$ cat config.mk
export PLATFORM = sky130hd
export DESIGN_NAME = sar_adc_control_logic
export DESIGN_NICKNAME = d
export VERILOG_FILES = /design/src/hw/sar_ctl_pkg.sv /design/src/hw/sar_adc_control_logic.sv
export SDC_FILE = /design/constraint.sdc
export NUM_CORES = 1
export LEC_CHECK = 0
export ABC_AREA = 1
export BUFFER_PORTS_ARGS = -buffer_cell sky130_fd_sc_hd__clkbuf_2
export CORE_ASPECT_RATIO = 1.75
export CORE_MARGIN = 4
export CORE_UTILIZATION = 55
export CTS_CLUSTER_DIAMETER = 30
export CTS_CLUSTER_SIZE = 10
export DETAILED_ROUTE_END_ITERATION = 8
export GPL_ROUTABILITY_DRIVEN = 0
export PLACE_DENSITY_LB_ADDON = 0.3
export REMOVE_ABC_BUFFERS = 1
export SLEW_MARGIN = 0
export SYNTH_ARGS = -nofsm -noshare
export SYNTH_HDL_FRONTEND = slang
export SYNTH_SLANG_ARGS = --single-unit
$ cat constraint.sdc
create_clock -name CLK -period 6 [get_ports CLK]
set_clock_uncertainty 0.1 [all_clocks]
set_input_delay 0.6 -clock CLK [delete_from_list [all_inputs] [get_ports CLK]]
set_output_delay 0.6 -clock CLK [all_outputs]
set_load 0.1 [all_outputs]
$ cat src/hw/sar_ctl_pkg.sv
// Purpose: constants for the sar converter control block
// Assumes: 40 MHz system clock, plain register port
// Notes:   register map, field positions and timing counts
package sar_ctl_pkg;
    // register indices on the plain port
    localparam logic [3:0] ADDR_CONTROL   = 4'h0;
    localparam logic [3:0] ADDR_INPUT_SEL = 4'h1;
    localparam logic [3:0] ADDR_CONFIG    = 4'h2;
    localparam logic [3:0] ADDR_RESULT    = 4'h3;
    localparam logic [3:0] ADDR_WIN_LOW   = 4'h4;
    localparam logic [3:0] ADDR_WIN_HIGH  = 4'h5;
    localparam logic [3:0] ADDR_STATUS    = 4'h6;
    localparam logic [3:0] ADDR_MASK      = 4'h7;
    // control register fields
    localparam int CTL_ENABLE_BIT  = 0;
    localparam int CTL_START_BIT   = 1;
    localparam int CTL_TRIG_LSB    = 2;
    localparam int CTL_WIN_OUT_BIT = 5;
    // input select fields
    localparam int SEL_POS_LSB = 0;
    localparam int SEL_NEG_LSB = 4;
    // status / mask bits
    localparam int STAT_DONE_BIT = 0;
    localparam int STAT_WIN_BIT  = 1;
    // input select codes
    localparam logic [3:0] POS_TEMP   = 4'h8;
    localparam logic [3:0] POS_SUPPLY = 4'h9;
    localparam logic [3:0] NEG_GROUND = 4'h8;
    localparam int PIN_COUNT = 8;
    // gain codes
    localparam logic [1:0] GAIN_HALF = 2'h0;
    // reset values
    localparam logic [7:0] RESET_BYTE     = 8'h00;
    localparam logic [7:0] RESET_WIN_HIGH = 8'hFF;
    localparam logic [7:0] RESET_SEL      = 8'h88;
    // trigger sources
    typedef enum logic [2:0] {
        TRIG_SOFT   = 3'h0,
        TRIG_TIMER0 = 3'h1,
        TRIG_TIMER1 = 3'h2,
        TRIG_TIMER2 = 3'h3,
        TRIG_EXT    = 3'h4
    } trig_type;
    // timing: 500 ksps gives a 2000 ns slot per conversion
    localparam int CLK_PERIOD_PS = 25000;
    localparam int CONV_TIME_NS  = 2000;
    localparam int CONV_CYCLES   = (CONV_TIME_NS * 1000) / CLK_PERIOD_PS;
    localparam int SAR_BITS      = 8;
    // a trial decision waits for the trial code register and the two
    // comparator synchroniser flops, else it judges a stale code
    localparam int TRIAL_WAIT    = 3;
    localparam int TRIAL_CYCLES  = SAR_BITS * (TRIAL_WAIT + 1);
endpackage

$ cat src/hw/sar_adc_control_logic.sv
// Purpose: control logic around an 8-bit successive-approximation converter
// Assumes: analog front end answers with a comparator bit each step
// Notes:   one clock, plain register port, level interrupt output
`timescale 1ns/1ps
module sar_adc_control_logic
    import sar_ctl_pkg::*;
#(
    parameter int CYCLES_PER_CONV = CONV_CYCLES
) (
    input  wire logic       CLK,
    input  wire logic       RSTN,
    input  wire logic [3:0] ADDR,
    input  wire logic [7:0] WDATA,
    input  wire logic       WR,
    input  wire logic       RD,
    output logic      [7:0] RDATA,
    input  wire logic       TIMER0_OVF,
    input  wire logic       TIMER1_OVF,
    input  wire logic       TIMER2_OVF,
    input  wire logic       EXT_START,
    input  wire logic       COMP_IN,
    output logic            POWER_UP,
    output logic      [3:0] POS_SELECT,
    output logic      [3:0] NEG_SELECT,
    output logic      [1:0] GAIN_SELECT,
    output logic            DIFF_MODE,
    output logic            SAMPLE,
    output logic      [7:0] DAC_CODE,
    output logic            IRQ
);

    typedef enum logic [1:0] {
        ST_IDLE   = 2'b00,
        ST_TRACK  = 2'b01,
        ST_CONV   = 2'b10
    } state_type;

    ////////////////////////////////////////////////////////////////////
    // reset release and input synchronisers
    logic       rst_meta_reg;
    logic       rst_n;
    logic [3:0] trig_meta_reg;
    logic [3:0] trig_sync_reg;
    logic [3:0] trig_last_reg;
    logic       comp_meta_reg;
    logic       comp_sync_reg;

    // async assert, synchronous release
    always_ff @(posedge CLK or negedge RSTN) begin
        if (!RSTN) begin
            rst_meta_reg <= 1'b0;
            rst_n        <= 1'b0;
        end else begin
            rst_meta_reg <= 1'b1;
            rst_n        <= rst_meta_reg;
        end
    end

    // triggers and comparator arrive from other logic / pins
    always_ff @(posedge CLK or negedge rst_n) begin
        if (!rst_n) begin
            trig_meta_reg <= 4'h0;
            trig_sync_reg <= 4'h0;
            trig_last_reg <= 4'h0;
            comp_meta_reg <= 1'b0;
            comp_sync_reg <= 1'b0;
        end else begin
            trig_meta_reg <= {EXT_START, TIMER2_OVF, TIMER1_OVF, TIMER0_OVF};
            trig_sync_reg <= trig_meta_reg;
            trig_last_reg <= trig_sync_reg;
            comp_meta_reg <= COMP_IN;
            comp_sync_reg <= comp_meta_reg;
        end
    end

    ////////////////////////////////////////////////////////////////////
    // software registers
    logic       enable_reg;
    trig_type   trig_sel_reg;
    logic       win_outside_reg;
    logic [3:0] pos_sel_reg;
    logic [3:0] neg_sel_reg;
    logic [1:0] gain_reg;
    logic [7:0] win_low_reg;
    logic [7:0] win_high_reg;
    logic [1:0] mask_reg;
    logic       soft_start_reg;

    // registered so one write that enables, selects and starts is honoured
    always_ff @(posedge CLK or negedge rst_n) begin
        if (!rst_n) begin
            soft_start_reg <= 1'b0;
        end else begin
            soft_start_reg <= WR && (ADDR == ADDR_CONTROL) && WDATA[CTL_START_BIT];
        end
    end

    // configuration writes; out-of-range selects are kept at legal codes
    always_ff @(posedge CLK or negedge rst_n) begin
        if (!rst_n) begin
            enable_reg      <= 1'b0;
            trig_sel_reg    <= TRIG_SOFT;
            win_outside_reg <= 1'b0;
            pos_sel_reg     <= RESET_SEL[3:0];
            neg_sel_reg     <= RESET_SEL[7:4];
            gain_reg        <= GAIN_HALF;
            win_low_reg     <= RESET_BYTE;
            win_high_reg    <= RESET_WIN_HIGH;
            mask_reg        <= 2'h0;
        end else if (WR) begin
            case (ADDR)
                ADDR_CONTROL: begin
                    enable_reg      <= WDATA[CTL_ENABLE_BIT];
                    win_outside_reg <= WDATA[CTL_WIN_OUT_BIT];
                    if (WDATA[CTL_TRIG_LSB +: 3] <= TRIG_EXT) begin
                        trig_sel_reg <= trig_type'(WDATA[CTL_TRIG_LSB +: 3]);
                    end
                end
                ADDR_INPUT_SEL: begin
                    // eleven choices: 8 pins plus temp and supply, or ground
                    if (WDATA[SEL_POS_LSB +: 4] <= POS_SUPPLY) begin
                        pos_sel_reg <= WDATA[SEL_POS_LSB +: 4];
                    end
                    if (WDATA[SEL_NEG_LSB +: 4] <= NEG_GROUND) begin
                        neg_sel_reg <= WDATA[SEL_NEG_LSB +: 4];
                    end
                end
                ADDR_CONFIG:   gain_reg     <= WDATA[1:0];
                ADDR_WIN_LOW:  win_low_reg  <= WDATA;
                ADDR_WIN_HIGH: win_high_reg <= WDATA;
                ADDR_MASK:     mask_reg     <= WDATA[1:0];
                default: ;
            endcase
        end
    end

    ////////////////////////////////////////////////////////////////////
    // trigger selection
    logic trig_edge;
    logic [3:0] rise;

    assign rise = trig_sync_reg & ~trig_last_reg;

    // only the chosen source can start a conversion
    always_comb begin
        case (trig_sel_reg)
            TRIG_SOFT:   trig_edge = soft_start_reg;
            TRIG_TIMER0: trig_edge = rise[0];
            TRIG_TIMER1: trig_edge = rise[1];
            TRIG_TIMER2: trig_edge = rise[2];
            TRIG_EXT:    trig_edge = rise[3];
            default:     trig_edge = 1'b0;
        endcase
    end

    ////////////////////////////////////////////////////////////////////
    // conversion sequencer
    state_type  state_reg;
    logic [7:0] count_reg;
    logic [2:0] bit_reg;
    logic [7:0] sar_reg;
    logic [7:0] result_reg;
    logic       done_pulse_reg;
    logic       diff_mode;

    assign diff_mode = (neg_sel_reg != NEG_GROUND);

    // track for the slot remainder, then 8 bit trials of TRIAL_WAIT+1
    // cycles; a new trigger is only looked at in idle, so busy starts drop
    always_ff @(posedge CLK or negedge rst_n) begin
        if (!rst_n) begin
            state_reg      <= ST_IDLE;
            count_reg      <= 8'h00;
            bit_reg        <= 3'h0;
            sar_reg        <= 8'h00;
            result_reg     <= 8'h00;
            done_pulse_reg <= 1'b0;
        end else begin
            done_pulse_reg <= 1'b0;
            if (!enable_reg) begin
                state_reg <= ST_IDLE;
            end else begin
                case (state_reg)
                    ST_IDLE: begin
                        if (trig_edge) begin
                            state_reg <= ST_TRACK;
                            count_reg <= 8'(CYCLES_PER_CONV - TRIAL_CYCLES - 1);
                        end
                    end
                    ST_TRACK: begin
                        // fixed slot keeps throughput at the 500 ksps limit
                        if (count_reg == 8'h00) begin
                            state_reg <= ST_CONV;
                            count_reg <= 8'(TRIAL_WAIT);
                            bit_reg   <= 3'(SAR_BITS - 1);
                            sar_reg   <= 8'h80;
                        end else begin
                            count_reg <= count_reg - 8'h01;
                        end
                    end
                    ST_CONV: begin
                        // wait until the comparator answer for this code is through sync
                        if (count_reg != 8'h00) begin
                            count_reg <= count_reg - 8'h01;
                        end else begin
                            count_reg <= 8'(TRIAL_WAIT);
                            if (!comp_sync_reg) begin
                                sar_reg[bit_reg] <= 1'b0;
                            end
                            if (bit_reg == 3'h0) begin
                                state_reg <= ST_IDLE;
                                // raw code is offset binary; flip top bit in
                                // differential mode for two's complement
                                result_reg <= {sar_reg[7] ^ diff_mode, sar_reg[6:1],
                                               comp_sync_reg};
                                done_pulse_reg <= 1'b1;
                            end else begin
                                bit_reg <= bit_reg - 3'h1;
                                sar_reg[bit_reg - 3'h1] <= 1'b1;
                            end
                        end
                    end
                    default: state_reg <= ST_IDLE;
                endcase
            end
        end
    end

    ////////////////////////////////////////////////////////////////////
    // window detector on the latched result
    logic win_check_reg;
    logic in_range;
    logic win_hit;

    always_ff @(posedge CLK or negedge rst_n) begin
        if (!rst_n) begin
            win_check_reg <= 1'b0;
        end else begin
            win_check_reg <= done_pulse_reg;
        end
    end

    // signed compare in differential mode so limits follow result coding
    assign in_range = diff_mode ?
        (($signed(result_reg) >= $signed(win_low_reg)) && ($signed(result_reg) <= $signed(win_high_reg))) :
        ((result_reg >= win_low_reg) && (result_reg <= win_high_reg));
    assign win_hit = win_check_reg && (in_range ^ win_outside_reg);

    ////////////////////////////////////////////////////////////////////
    // sticky status, write one to clear; a set in the same cycle wins
    logic [1:0] status_reg;
    logic [1:0] status_set;
    logic [1:0] status_clr;

    assign status_set = {win_hit, done_pulse_reg};
    assign status_clr = (WR && ADDR == ADDR_STATUS) ? WDATA[1:0] : 2'h0;

    always_ff @(posedge CLK or negedge rst_n) begin
        if (!rst_n) begin
            status_reg <= 2'h0;
        end else begin
            status_reg <= (status_reg & ~status_clr) | status_set;
        end
    end

    // level interrupt from unmasked sticky bits
    always_ff @(posedge CLK or negedge rst_n) begin
        if (!rst_n) begin
            IRQ <= 1'b0;
        end else begin
            IRQ <= |(((status_reg & ~status_clr) | status_set) & mask_reg);
        end
    end

    ////////////////////////////////////////////////////////////////////
    // read port, data one cycle after the strobe
    always_ff @(posedge CLK or negedge rst_n) begin
        if (!rst_n) begin
            RDATA <= 8'h00;
        end else if (RD) begin
            case (ADDR)
                ADDR_CONTROL:   RDATA <= {2'h0, win_outside_reg, trig_sel_reg,
                                          (state_reg != ST_IDLE), enable_reg};
                ADDR_INPUT_SEL: RDATA <= {neg_sel_reg, pos_sel_reg};
                ADDR_CONFIG:    RDATA <= {6'h00, gain_reg};
                ADDR_RESULT:    RDATA <= result_reg;
                ADDR_WIN_LOW:   RDATA <= win_low_reg;
                ADDR_WIN_HIGH:  RDATA <= win_high_reg;
                ADDR_STATUS:    RDATA <= {6'h00, status_reg};
                ADDR_MASK:      RDATA <= {6'h00, mask_reg};
                default:        RDATA <= 8'h00;
            endcase
        end else begin
            RDATA <= 8'h00;
        end
    end

    ////////////////////////////////////////////////////////////////////
    // analog front end controls, all registered
    always_ff @(posedge CLK or negedge rst_n) begin
        if (!rst_n) begin
            POWER_UP    <= 1'b0;
            POS_SELECT  <= RESET_SEL[3:0];
            NEG_SELECT  <= RESET_SEL[7:4];
            GAIN_SELECT <= GAIN_HALF;
            DIFF_MODE   <= 1'b0;
            SAMPLE      <= 1'b0;
            DAC_CODE    <= 8'h00;
        end else begin
            POWER_UP    <= enable_reg;
            POS_SELECT  <= pos_sel_reg;
            NEG_SELECT  <= neg_sel_reg;
            GAIN_SELECT <= gain_reg;
            DIFF_MODE   <= diff_mode;
            SAMPLE      <= enable_reg && (state_reg == ST_TRACK);
            DAC_CODE    <= sar_reg;
        end
    end

endmodule

==> results by group <==
Drt
  • Antenna-violating nets left: 0
  • DR vias: 4122
  • Vias per cell: 5.525
  • Wire length per cell: 16.28 um
  • Drt pass-1 iters: 5
  • Initial DRC Count: 330
  • Drt drc: 0
  • Routed WL: 12140 um

Global routing
  • GRT Resource Usage Total: 24.24%
  • Number of global-route vias before repair: 4199
  • GRT Residual Overflow: 0
  • Initial antenna violation count: 0
  • Largest net degree at the start of global routing: 70
  • First-pass GRT wire length: 20020 um

Finish
  • Nets: 657
  • Sequential cell area: 2846 sq um
  • Filler cells: 745
  • Commonest non-fill, non-tap cell in the layout: nand2_1
  • Layout area overhead: 20.03%
  • Area occupied by multi-input gates: 1957 sq um
  • Util after Layout: 67.85%
  • Commonest non-fill, non-tap cells in the layout: 117 x nand2_1, 100 x dfrtp_1, 74 x inv_1
  • Fraction of layout cells with a size suffix above 1: 20.29%
  • N_diodes: 0

Worst setup path
  • Critical path class: flop to flop
  • Critical path launch point type: flop
  • Critical-path cell list: ha_1 > a21o_1 > nor2_1 > nand2_1 > nand2_1 > nand3_1 > nand3_1 > nand3_1 > nand3_1 > nand2_1 > nand2_1 > nand2_1
  • Critical path peak fanout: 4
  • Critical path required time: 6.21 ns
  • Critical path buffers and inverters: 0
  • Setup crit end kind: flop
  • CP max stage cell: dfrtp_1
  • Most frequent CP cell: nand2_1
  • Worst path arrival time: 2.36 ns
  • CP peak stage delay: 0.47 ns
  • Crit path max-delay family: simple AND/OR/NAND/NOR gates
  • R2R Path Start: result_reg[7]$_DFFE_PN0P_
  • CP startpoint: result_reg[7]$_DFFE_PN0P_

Pwr
  • Tot Pwr: 3.031 mW
  • Switch share: 38.38%
  • Power per cell area: 491.4 nW/um^2
  • Leak: 2.997 nW
  • Psw: 1.163 mW
  • Combinational share of power: 30.9%
  • Int Pwr: 1.868 mW
  • Peak VDD IR: 324.4 uV
  • Reg power frac: 33.7%
  • Clk network pwr share: 35.4%

Min path
  • Hold_sp: TIMER1_OVF
  • Hold Crit Class: input pin to flop

Clock tree
  • H-tree depth: 4
  • CTS max path bufs: 2
  • Resized Gates After CTS: 0
  • Clock transition at the registers of the reported paths: 0.05 ns
  • Postcts setup bufs: 0
  • Worst skew pair latency: 0.42 ns
  • Hold_buf cts: 1
  • CTS root buf: clkbuf_16
  • CTS Buf Count: 17
  • Sink Count: 113
  • CTS tree: built

Synth
  • EDFF count, synth: 0
  • Mean area per synthesized cell: 9.397 sq um
  • Synthesis Warnings: 0
  • #FFs+latches synth: 113
  • Synth Flop Type: dfrtp_1
  • Post-synth ARST share: 100.0%
  • Mapped Cells: 547
  • Yosys cell types: 42
  • Synthesized area: 5140 sq um
  • Seq/Total Area, Yosys: 55.31%

Run status
  • Status: finished, final reports clean

STA
  • Setup TNS: 0 ns
  • Final hold violations: 0
  • Tightest Pin Transition: 0.8373 ns
  • Relative slew slack: 44.18%
  • Max-slew violations: 0
  • RSZ-0062 raised after global routing: false
  • Final min period: 2.152 ns
  • Highest Clock Rate: 464.6 MHz
  • Setup-failing EPs final: 0
  • Tcrit/Tclk final: 35.87%

Floorplan
  • Die X: 81.08 um
  • Die H: 135.9 um
  • Die area: 11020 sq um
  • Std cell rows: 46
  • IO Count: 51
  • Starting Density: 56.52%
  • Core ar.: 9094 sq um

Place
  • HPWL after DPL: 8731 um
  • Buffers on Ports: 50

Run
  • Max cap viols: 0
## power by group through the flow
| stage | Sequential [mW] | Clock [mW] | Combinational, mW |
|---|---|---|---|
| floorplan | 1.27 | 0 | 0.483 |
| global placement | 1.03 | 0 | 0.901 |
| detailed placement | 1.03 | 0 | 0.926 |
| CTS | 1.02 | 1.08 | 0.935 |
| global route | 1.04 | 1.12 | 1.03 |
| finish | 1.02 | 1.07 | 0.936 |
## per-layer routing
layer	global-route usage [%]	wire (um)	part of all wire (%)
met4	13.44	623	5.1
met3	6.432	660	5.4
met1	24.59	4337	36
met2	43.64	6522	54
met5	0	0	0
## kinds of logic (layout without fill, tap and decap cells)
logic type / count (synthesis) / after routing / synth area share [%]
XOR/XNOR: 6 / 6 / 1.023
adder cells (fa/ha/maj): 23 / 23 / 5.599
flip-flops: 113 / 113 / 55.31
AO/OA/AOI/OAI: 122 / 122 / 14.22
buffers and inverters: 87 / 166 / 6.621
AND/OR/NAND/NOR: 195 / 195 / 17.16
other: 1 / 1 / 0.07296
## cell usage after synthesis (5+ instances only)
cell type | n | area share, %
nor3_1 | 5 | 0.49
ha_1 | 23 | 5.6
nand3_1 | 20 | 1.9
nand2_2 | 5 | 0.61
o21ai_1 | 8 | 0.78
a221oi_1 | 9 | 1.5
dfstp_2 | 12 | 6.1
a31oi_1 | 5 | 0.61
nand2_1 | 117 | 8.5
o21ai_2 | 9 | 1.5
o21ai_0 | 50 | 4.9
inv_1 | 74 | 5.4
inv_2 | 5 | 0.37
a21oi_1 | 18 | 1.8
nor2_1 | 34 | 2.5
dfrtp_1 | 101 | 49
o22ai_1 | 12 | 1.5
## per-stage QoR
| stage | hold slack (ns) | instance area, sq um | cells | worst slack, ns |
|---|---|---|---|---|
| after CTS | 0.1800 | 6170 | 746 | 3.880 |
| after global routing | 0.1776 | 6170 | 746 | 3.639 |
| after global placement | 0.2221 | 5523 | 713 | 3.949 |
| after floorplan | 0.2044 | 5111 | 542 | 2.540 |
| final | 0.1869 | 6170 | 746 | 3.848 |
| after detailed placement | 0.2238 | 5523 | 713 | 3.874 |
## area by class of cell
type / count / area share, %
inverter: 82 / 5.050
clock buffer: 20 / 7.402
tap: 120 / 2.434
multi-input combinational: 347 / 31.72
sequential: 113 / 46.14
clock inverter: 12 / 2.920
timing repair buffer: 52 / 4.340
## path summary, 6_finish.rpt
path / end / slack, ns / depth (start not counted)
min in group asynchronous: trig_last_reg[3]$_DFF_PN0_ / 0.21 / 0
setup / recovery: IRQ$_DFF_PN0_ / 3.85 / 12
hold reg to reg: trig_last_reg[3]$_DFF_PN0_ / 0.21 / 0
setup reg to reg: IRQ$_DFF_PN0_ / 3.85 / 12
hold / removal: trig_meta_reg[1]$_DFF_PN0_ / 0.19 / 1
max in group asynchronous: sar_reg[0]$_DFFE_PN0P_ / 4.35 / 1
## worst reg2reg max path, stage by stage, from the launching register on
cell     delay, ns
dfrtp_1       0.47
ha_1          0.38
a21o_1        0.18
nor2_1        0.23
nand2_1       0.09
nand2_1       0.06
nand3_1       0.09
nand3_1       0.11
nand3_1       0.08
nand3_1       0.08
nand2_1       0.07
nand2_1       0.06
nand2_1       0.05
No activity file was read; power rests on OpenSTA's default activity.
